### src/bfs_pkg.sv
/*
 * Shared constants, carrier types and state codes of the buck fault supervisor.
 * Assumes a 50 MHz pclk and comparator results already synchronous to it.
 */
package bfs_pkg;
   // ************************************************************
   // Timebase.
   // ************************************************************
   localparam int CLK_MHZ = 50;
   localparam int TICK_CYCLES = CLK_MHZ;
   localparam int TICK_W = 6;
   localparam real UV_DEGLITCH_MS = 0.25;
   localparam int OV_DEGLITCH_US = 256;
   localparam int PG_GOOD_US = 64;
   localparam int PG_BAD_US = 32;
   localparam int MODE_SAMPLE_US = 64;
   localparam int SOFTSTART_MS = 2;
   localparam int HICCUP_MS = 25;
   localparam int DG_W = 9;
   localparam int TMR_W = 15;
   localparam logic [DG_W-1:0] UV_DG_TICKS = DG_W'(int'(UV_DEGLITCH_MS * 1000.0));
   localparam logic [DG_W-1:0] OV_DG_TICKS = DG_W'(OV_DEGLITCH_US);
   localparam logic [DG_W-1:0] PGG_DG_TICKS = DG_W'(PG_GOOD_US);
   localparam logic [DG_W-1:0] PGB_DG_TICKS = DG_W'(PG_BAD_US);
   localparam logic [TMR_W-1:0] MODE_TICKS = TMR_W'(MODE_SAMPLE_US);
   localparam int SOFTSTART_TICKS = SOFTSTART_MS * 1000;
   localparam int HICCUP_TICKS = HICCUP_MS * 1000;
   localparam int DG_UV = 0;
   localparam int DG_OV = 1;
   localparam int DG_PGG = 2;
   localparam int DG_PGB = 3;
   localparam int DG_N = 4;
   // ************************************************************
   // Register map.
   // ************************************************************
   localparam int ADDR_W = 12;
   localparam logic [ADDR_W-1:0] CTRL_OFS = 12'h000;
   localparam logic [ADDR_W-1:0] STATUS_OFS = 12'h004;
   localparam logic [ADDR_W-1:0] EVENT_OFS = 12'h008;
   localparam int CTRL_STANDBY_BIT = 0;
   localparam logic [31:0] CTRL_RST = 32'h00000000;
   localparam int EV_CL = 0;
   localparam int EV_UV = 1;
   localparam int EV_OV = 2;
   localparam int EV_OT = 3;
   localparam int EV_N = 4;
   localparam logic [EV_N-1:0] EV_RST = 4'h0;
   localparam int ST_MODE_BIT = 8;
   localparam int ST_PG_BIT = 9;
   localparam int ST_OVF_BIT = 10;
   localparam int ST_FIX_BIT = 11;
   localparam int ST_ULL_BIT = 12;
   localparam int ST_SKIP_BIT = 13;
   // ************************************************************
   // Types.
   // ************************************************************
   typedef enum logic [7:0] {
      BFS_OFF = 8'h01,
      BFS_MODE = 8'h02,
      BFS_SS = 8'h04,
      BFS_RUN = 8'h08,
      BFS_UVH = 8'h10,
      BFS_OVD = 8'h20,
      BFS_OVH = 8'h40,
      BFS_OT = 8'h80
   } bfs_state_t;
   typedef struct packed {
      logic enable;
      logic reg_ok;
      logic supply_present;
      logic ls_over_limit;
      logic set_request;
      logic fb_below_uv;
      logic fb_above_ov;
      logic fb_in_window;
      logic fb_out_window;
      logic temp_over_trip;
      logic temp_released;
      logic zero_cross;
      logic light_load;
      logic mode_strap_low;
   } bfs_sense_t;
   typedef struct packed {
      logic hs_set;
      logic ls_on;
      logic fixed_on_time;
      logic discharge_on;
      logic good_flag_o;
      logic good_flag_oe;
      logic standby;
      logic continuous_conduction;
      logic pulse_skip;
      logic ultra_light_load_state;
   } bfs_drive_t;
endpackage

### src/bfs_top.sv
/*
 * Fault and status supervisor of a synchronous step-down converter with an APB
 * register slave. Assumes comparator inputs synchronous to pclk and an external
 * pull-up on the output good flag pin.
 */
// Design decisions made here: the APB interface to the registers and the address map.
// Overview of operation
// Low-side current above limit keeps low side on and blocks high-side set.
// After a current-limit event, fixed on-time is used while limiting continues; here it stays on until switching stops.
// Feedback under 65% for 0.25 ms shuts down, restart after 25 ms.
// Feedback over 125% for 256 us flags overvoltage and discharges.
// After overvoltage clears, discharge stays on 25 ms, then soft start.
// Internal supply under lockout holds shutdown; recovery needs no latch.
// Temperature over 165 C turns both switches off and discharges.
// Thermal shutdown ends after 30 C hysteresis, then restarts by soft start.
// Discharge on for undervoltage, overvoltage, overtemperature and enable-low off.
// Good flag released after feedback in 90 to 110% for 64 us.
// Good flag driven low after feedback out of 85 to 115% for 32 us.
// Good flag low in thermal shutdown, enable-low and lockout.
// Good flag reads high impedance when input supply is below 2 V.
// Enable low requests standby; switching stops and standby holds.
// Enabled and above lockout, switch normally; continuous when current stays positive.
// Forced-continuous selection keeps continuous conduction at light load.
// Pulse-skip selection skips pulses once ripple valley reaches zero.
// Pulse-skip at very light load enters ultra-light-load state.
// Selection sampled 64 us after lockout release, held until restart.
// Selection pin low means pulse-skip, open means forced-continuous.
// Every start ramps the reference over 2 ms soft start.
// Deglitch timers restart from zero when their condition drops early.
// All intervals count from one timebase, counters sized for the longest.
module bfs_top
   import bfs_pkg::*;
#(
   parameter int SS_TICKS = SOFTSTART_TICKS,
   parameter int HIC_TICKS = HICCUP_TICKS
) (
   // Clock and reset.
   input wire logic pclk,
   input wire logic presetn,
   // APB slave.
   input wire logic psel,
   input wire logic penable,
   input wire logic pwrite,
   input wire logic [ADDR_W-1:0] paddr,
   input wire logic [31:0] pwdata,
   output logic [31:0] prdata,
   output logic pready,
   output logic pslverr,
   // Power stage.
   input wire bfs_sense_t sense,
   output bfs_drive_t drive_q,
   output logic [TMR_W-1:0] ref_ramp_q
);
   bfs_state_t st_q;
   bfs_state_t st_d;
   logic [TICK_W-1:0] tick_cnt_q;
   logic tick_q;
   logic [TMR_W-1:0] tmr_q;
   logic [DG_W-1:0] dg_cnt_q [DG_N];
   logic [DG_N-1:0] dg_in;
   logic [DG_N-1:0] dg_done;
   logic [31:0] ctrl_q;
   logic [EV_N-1:0] ev_q;
   logic [EV_N-1:0] ev_set;
   logic mode_forced_continuous_mode_q;
   logic pg_rel_q;
   logic fixed_q;
   logic limit_q;
   logic en_eff;
   logic switching;
   logic wr_go;
   logic [31:0] rd_val;
   logic rd_err;
   logic [31:0] status;

   assign en_eff = sense.enable & ~ctrl_q[CTRL_STANDBY_BIT];
   assign switching = (st_q == BFS_SS) || (st_q == BFS_RUN);

   // ************************************************************
   // Timebase of one microsecond ticks.
   // ************************************************************
   always_ff @(posedge pclk or negedge presetn) begin
      if (!presetn) begin
         tick_cnt_q <= '0;
         tick_q <= 1'b0;
      end else if (tick_cnt_q == TICK_W'(TICK_CYCLES - 1)) begin
         tick_cnt_q <= '0;
         tick_q <= 1'b1;
      end else begin
         tick_cnt_q <= tick_cnt_q + 1'b1;
         tick_q <= 1'b0;
      end
   end

   // ************************************************************
   // Deglitch timers.
   // ************************************************************
   assign dg_in[DG_UV] = sense.fb_below_uv && (st_q == BFS_RUN);
   assign dg_in[DG_OV] = sense.fb_above_ov && switching;
   assign dg_in[DG_PGG] = sense.fb_in_window && switching;
   assign dg_in[DG_PGB] = sense.fb_out_window;

   localparam logic [DG_W-1:0] DG_LIM [DG_N] = '{UV_DG_TICKS, OV_DG_TICKS,
                                                 PGG_DG_TICKS, PGB_DG_TICKS};

   generate
      for (genvar i = 0; i < DG_N; i++) begin : g_dg
         always_ff @(posedge pclk or negedge presetn) begin
            if (!presetn) begin
               dg_cnt_q[i] <= '0;
            end else if (!dg_in[i]) begin
               dg_cnt_q[i] <= '0;
            end else if (tick_q && dg_cnt_q[i] != DG_LIM[i]) begin
               dg_cnt_q[i] <= dg_cnt_q[i] + 1'b1;
            end
         end
         assign dg_done[i] = dg_in[i] && (dg_cnt_q[i] == DG_LIM[i]);
      end
   endgenerate

   // ************************************************************
   // Operating state.
   // ************************************************************
   always_comb begin
      st_d = st_q;
      if (!sense.reg_ok || !en_eff) begin
         st_d = BFS_OFF;
      end else if (sense.temp_over_trip && st_q != BFS_OT && st_q != BFS_OFF) begin
         st_d = BFS_OT;
      end else begin
         case (st_q)
            BFS_OFF: st_d = BFS_MODE;
            BFS_MODE: begin
               if (tmr_q >= MODE_TICKS) begin
                  st_d = BFS_SS;
               end
            end
            BFS_SS: begin
               if (dg_done[DG_OV]) begin
                  st_d = BFS_OVD;
               end else if (tmr_q >= TMR_W'(SS_TICKS)) begin
                  st_d = BFS_RUN;
               end
            end
            BFS_RUN: begin
               if (dg_done[DG_OV]) begin
                  st_d = BFS_OVD;
               end else if (dg_done[DG_UV]) begin
                  st_d = BFS_UVH;
               end
            end
            BFS_UVH: begin
               if (tmr_q >= TMR_W'(HIC_TICKS)) begin
                  st_d = BFS_SS;
               end
            end
            BFS_OVD: begin
               if (!sense.fb_above_ov) begin
                  st_d = BFS_OVH;
               end
            end
            BFS_OVH: begin
               if (tmr_q >= TMR_W'(HIC_TICKS)) begin
                  st_d = BFS_SS;
               end
            end
            BFS_OT: begin
               if (sense.temp_released) begin
                  st_d = BFS_SS;
               end
            end
            default: st_d = BFS_OFF;
         endcase
      end
   end

   always_ff @(posedge pclk or negedge presetn) begin
      if (!presetn) begin
         st_q <= BFS_OFF;
      end else begin
         st_q <= st_d;
      end
   end

   always_ff @(posedge pclk or negedge presetn) begin
      if (!presetn) begin
         tmr_q <= '0;
      end else if (st_d != st_q) begin
         tmr_q <= '0;
      end else if (tick_q && tmr_q != '1) begin
         tmr_q <= tmr_q + 1'b1;
      end
   end

   always_ff @(posedge pclk or negedge presetn) begin
      if (!presetn) begin
         mode_forced_continuous_mode_q <= 1'b0;
      end else if (st_q == BFS_MODE && st_d == BFS_SS) begin
         mode_forced_continuous_mode_q <= ~sense.mode_strap_low;
      end
   end

   // ************************************************************
   // Current limit and output good flag.
   // ************************************************************
   always_ff @(posedge pclk or negedge presetn) begin
      if (!presetn) begin
         fixed_q <= 1'b0;
         limit_q <= 1'b0;
      end else begin
         limit_q <= switching & sense.ls_over_limit;
         if (!switching) begin
            fixed_q <= 1'b0;
         end else if (sense.ls_over_limit) begin
            fixed_q <= 1'b1;
         end
      end
   end

   always_ff @(posedge pclk or negedge presetn) begin
      if (!presetn) begin
         pg_rel_q <= 1'b0;
      end else if (st_d == BFS_OFF || st_d == BFS_OT) begin
         pg_rel_q <= 1'b0;
      end else if (dg_done[DG_PGB]) begin
         pg_rel_q <= 1'b0;
      end else if (dg_done[DG_PGG]) begin
         pg_rel_q <= 1'b1;
      end
   end

   // ************************************************************
   // Power stage drive.
   // ************************************************************
   always_ff @(posedge pclk or negedge presetn) begin
      if (!presetn) begin
         drive_q <= '0;
         ref_ramp_q <= '0;
      end else begin
         drive_q.hs_set <= switching & sense.set_request & ~sense.ls_over_limit;
         drive_q.ls_on <= switching & (sense.ls_over_limit | mode_forced_continuous_mode_q |
                                       ~sense.zero_cross);
         drive_q.fixed_on_time <= fixed_q | (switching & sense.ls_over_limit);
         drive_q.discharge_on <= (st_q == BFS_UVH) || (st_q == BFS_OVD) ||
                                 (st_q == BFS_OVH) || (st_q == BFS_OT) ||
                                 (st_q == BFS_OFF && !en_eff);
         drive_q.good_flag_o <= 1'b0;
         drive_q.good_flag_oe <= sense.supply_present & ~pg_rel_q;
         drive_q.standby <= (st_q == BFS_OFF) && !en_eff;
         drive_q.continuous_conduction <= switching & (mode_forced_continuous_mode_q |
                                                      ~sense.zero_cross);
         drive_q.pulse_skip <= switching & ~mode_forced_continuous_mode_q & sense.zero_cross;
         drive_q.ultra_light_load_state <= (st_q == BFS_RUN) && !mode_forced_continuous_mode_q &&
                                           sense.light_load;
         if (st_q == BFS_SS) begin
            ref_ramp_q <= tmr_q;
         end else if (st_q == BFS_RUN) begin
            ref_ramp_q <= TMR_W'(SS_TICKS);
         end else begin
            ref_ramp_q <= '0;
         end
      end
   end

   // ************************************************************
   // Event flags.
   // ************************************************************
   assign ev_set[EV_CL] = switching & sense.ls_over_limit & ~limit_q;
   assign ev_set[EV_UV] = (st_d == BFS_UVH) && (st_q != BFS_UVH);
   assign ev_set[EV_OV] = (st_d == BFS_OVD) && (st_q != BFS_OVD);
   assign ev_set[EV_OT] = (st_d == BFS_OT) && (st_q != BFS_OT);

   assign wr_go = psel & penable & pready & pwrite;

   always_ff @(posedge pclk or negedge presetn) begin
      if (!presetn) begin
         ev_q <= EV_RST;
      end else if (wr_go && paddr == EVENT_OFS) begin
         ev_q <= (ev_q & ~pwdata[EV_N-1:0]) | ev_set;
      end else begin
         ev_q <= ev_q | ev_set;
      end
   end

   // ************************************************************
   // APB slave.
   // ************************************************************
   always_comb begin
      status = '0;
      status[7:0] = st_q;
      status[ST_MODE_BIT] = mode_forced_continuous_mode_q;
      status[ST_PG_BIT] = pg_rel_q;
      status[ST_OVF_BIT] = (st_q == BFS_OVD);
      status[ST_FIX_BIT] = fixed_q;
      status[ST_ULL_BIT] = drive_q.ultra_light_load_state;
      status[ST_SKIP_BIT] = drive_q.pulse_skip;
      rd_err = 1'b0;
      case (paddr)
         CTRL_OFS: rd_val = ctrl_q;
         STATUS_OFS: rd_val = status;
         EVENT_OFS: rd_val = {{(32 - EV_N){1'b0}}, ev_q};
         default: begin
            rd_val = '0;
            rd_err = 1'b1;
         end
      endcase
   end

   always_ff @(posedge pclk or negedge presetn) begin
      if (!presetn) begin
         ctrl_q <= CTRL_RST;
      end else if (wr_go && paddr == CTRL_OFS) begin
         ctrl_q <= {31'h00000000, pwdata[CTRL_STANDBY_BIT]};
      end
   end

   always_ff @(posedge pclk or negedge presetn) begin
      if (!presetn) begin
         pready <= 1'b0;
         prdata <= '0;
         pslverr <= 1'b0;
      end else if (psel && penable && !pready) begin
         pready <= 1'b1;
         prdata <= pwrite ? 32'h00000000 : rd_val;
         pslverr <= rd_err;
      end else begin
         pready <= 1'b0;
         prdata <= '0;
         pslverr <= 1'b0;
      end
   end
endmodule

### config.mk
export PLATFORM = sky130hd
export DESIGN_NAME = bfs_top
export DESIGN_NICKNAME = d
export VERILOG_FILES = /design/src/bfs_pkg.sv /design/src/bfs_top.sv
export SDC_FILE = /design/constraint.sdc
export NUM_CORES = 1
export LEC_CHECK = 0
export ABC_CLOCK_PERIOD_IN_PS = 3750
export BUFFER_PORTS_ARGS = -buffer_cell sky130_fd_sc_hd__clkbuf_2
export CAP_MARGIN = 20
export CORE_UTILIZATION = 57
export CTS_BUF_LIST = sky130_fd_sc_hd__clkbuf_4 sky130_fd_sc_hd__clkbuf_8
export DETAILED_ROUTE_END_ITERATION = 12
export PLACE_DENSITY = 0.86
export SYNTH_ARGS = -nofsm -noshare
export SYNTH_HDL_FRONTEND = slang
export SYNTH_SLANG_ARGS = --single-unit
### constraint.sdc
create_clock -name pclk -period 3.75 [get_ports pclk]
set_input_delay 0.1875 -clock pclk [delete_from_list [all_inputs] [get_ports pclk]]
set_output_delay 0.1875 -clock pclk [all_outputs]
set_load 0.01 [all_outputs]
==> metrics.csv <==
metric,value,unit
Max-cap violations,0,
most frequent cells in the layout,"dfrtp_1, nor2_1, clkbuf_2",
initial antenna violation count,0,
clock latency at the later pin of the worst-skew pair,0.43,ns
final hold vios,0,
Levels on crit path,7,
largest net degree at the start of global routing,59,
fin util,68.9,%
Site Rows,36,
Core ar.,9770,sq um
CTS H-Tree Depth,4,
DRT Pass-1 Iters,5,
prevailing post-synth register cell,dfrtp_1,
Worst-Margin Slew,0.744,ns
Rel. slew slack,50.4,%
mapped cell area,5750,sq um
Max Fanout on Critical Path,15,
GP Congestion,0.960,
Antenna Cells,0,
NumNets Final,757,
status,completed,
fin crit share,91.7,%
synth top area cells,"dfrtp_1, nor2_1, xnor2_1",
largest area contributor in the synthesized netlist,dfrtp_1,
Starting Density,58.9,%
worst setup path end,tmr_q[12],
reg2reg setup slack,0.31,ns
"commonest non-fill, non-tap cell in the layout",dfrtp_1,
GRT Util Overall,25.9,%
worst r2r src,st_q[0],
Worst path most repeated cell,or4_4,
I/O Buffers,74,
Fmax achieved,291,MHz
routed len/inst,15.1,um
grt ovf,0,
average instance area after synthesis,9.80,sq um
hold crit path type,in -> reg,
Initial DRC Count,290,
"Req. time, crit path",4.06,ns
crit-path cells,or4_4 -> or4_4 -> a31oi_4 -> o21ai_2 -> or3_4 -> a221o_1 -> nor4b_1,
drt via density,5.60,
# DRC,0,
distinct cell type count of the synthesized netlist,56,
Die Y,102,um
Max Root-Sink Buffers,2,
Syn. warnings,0,
first-pass GRT wire length,20.7,mm
CTS sink cnt,115,
number of global-route vias before repair,4508,
min Tclk post-route,3.44,ns
Leak,3.08,nW
post-synth top area share,49.6,%
crit path DAT,3.75,ns
FILL cells,736,
RSZ-0062 raised after global routing,no,
"Slew Viols, Final",0,
final count of negative-setup-slack endpoints,0,
Seq cells post-synth,115,
worst vdd ir,0.367,mV
post-synthesis sequential area ratio,50.0,%
clock transition at the registers of the reported paths,0.07,ns
Post-synth EDFFs,0,
Detail Route Antenna Nets,0,
critical path launch point type,flip-flop,
Post-CTS Setup Bufs,0,
DP HPWL,9.01,mm
CP max-delay cell,a221o_1,
TritonCTS Buffers,17,
CTS tree,built,
crit path launch,st_q[0],
drt total wl,12.5,mm
post-route setup TNS,0,ns
synth-to-layout area growth,17.0,%
Final Power,0.00264,W
share of cells above drive strength 1,20.6,%
Crit path max-delay family,simple AND/OR/NAND/NOR gates,
FF-to-FF End,tmr_q[12],
setup ws final,0.312,ns
critical setup path kind,reg -> reg,
Die Width,102,um
I/O pin cnt,122,
Final Cell Area,6740,sq um
skew final,0.00752,ns
Crit path largest cell delay,0.63,ns
crit path buf inv count,0,
clock root cell,clkbuf_8,
Synth Instances,587,
Worst Reg-to-Reg Cells,7,
Post-DP Area,6240,sq um
Via Count,4633,
Place WS,0.360,ns
die area,10500,sq um
P per Cell Area,392,nW/um^2
Critical Path End Type,flip-flop,
"FFs w/ async S/R, synth",100,%
## tightest hold or removal path, cell delays in order
cell,delay (ns)
clkbuf_2,0.08
nand2_1,0.04
nand2_1,0.07
nand2_1,0.05
## synthesized netlist by cell type (6+ instances only)
master and instances:
buf_4 19, nand4_1 16, and2_1 16, nand2_1 57, nand3_1 25, ha_1 12, xnor2_1 31, o21ai_0 13
nor3_1 7, nor2b_1 6, and3_1 7, nor4_2 10, nor2_1 82, a21oi_1 12, inv_1 27, xor2_1 20
nor4_1 17, dfrtp_1 114, nor4b_1 8, clkbuf_1 12
## area by class of cell
type	instances	area [sq um]	share of cell area [%]
sequential	115	2880	42.7
tap	133	166	2.47
multi-input combinational	425	2600	38.7
inverter	28	105	1.56
clock buffer	23	310	4.61
timing repair buffer	95	546	8.10
clock inverter	9	125	1.86
## per-stage QoR
step           hold WS [ns]  cells
5_1_grt              0.0285    828
2_1_floorplan        -0.108    605
3_3_place_gp          0.281    790
4_1_cts              0.0113    828
6_report             0.0308    828
3_5_place_dp          0.291    790
## sequential cells by signal, indices dropped and copies added, names as in the netlist, 4 cells and up
name        count
dg_cnt_q       36
prdata         14
ev_q            4
tmr_q          15
tick_cnt_q      6
drive_q         9
ref_ramp_q     15
st_q            8
## kinds of logic after synthesis
logic type | after synthesis | synth area share (%)
flip-flops | 115 | 50.0
AND/OR/NAND/NOR | 283 | 26.4
XOR/XNOR | 51 | 7.76
adder cells (fa/ha/maj) | 12 | 2.61
other | 1 | 0.0652
buffers and inverters | 65 | 5.89
multiplexers | 4 | 0.718
AO/OA/AOI/OAI | 56 | 6.52
## metal layers
metal / wire [um] / GRT usage, % / share of wire [%]
met3: 874 / 6.43 / 7.0
met4: 240 / 9.67 / 1.9
met5: 0 / 0 / 0
met1: 5330 / 32.2 / 43
met2: 6080 / 43.5 / 49
## worst min path at each step
stage          slack, ns       from  depth (start not counted)          to
4_1_cts             0.01  pwdata[3]                          4     ev_q[3]
3_5_place_dp        0.29    presetn                          1  drive_q[6]
3_3_place_gp        0.28    presetn                          1  drive_q[3]
2_1_floorplan      -0.11    presetn                          0   ctrl_q[0]
5_1_grt             0.03    penable                          3      pready
6_report            0.03  pwdata[3]                          4     ev_q[3]
## repair_timing
item,in CTS,in global routing
resized for setup,0,0
endpoints found under the hold margin,59,0
hold buffers,6,0
## report_power, final
group          leakage, nW  internal [W]  total, W  switching (W)
Sequential            1.58       0.00125   0.00126     0.00000705
Clock                0.221      0.000749   0.00123       0.000476
Combinational         1.28     0.0000509  0.000158       0.000107
Total                 3.08       0.00205   0.00264       0.000590
Note: power is estimated with default switching activity, not from simulation.
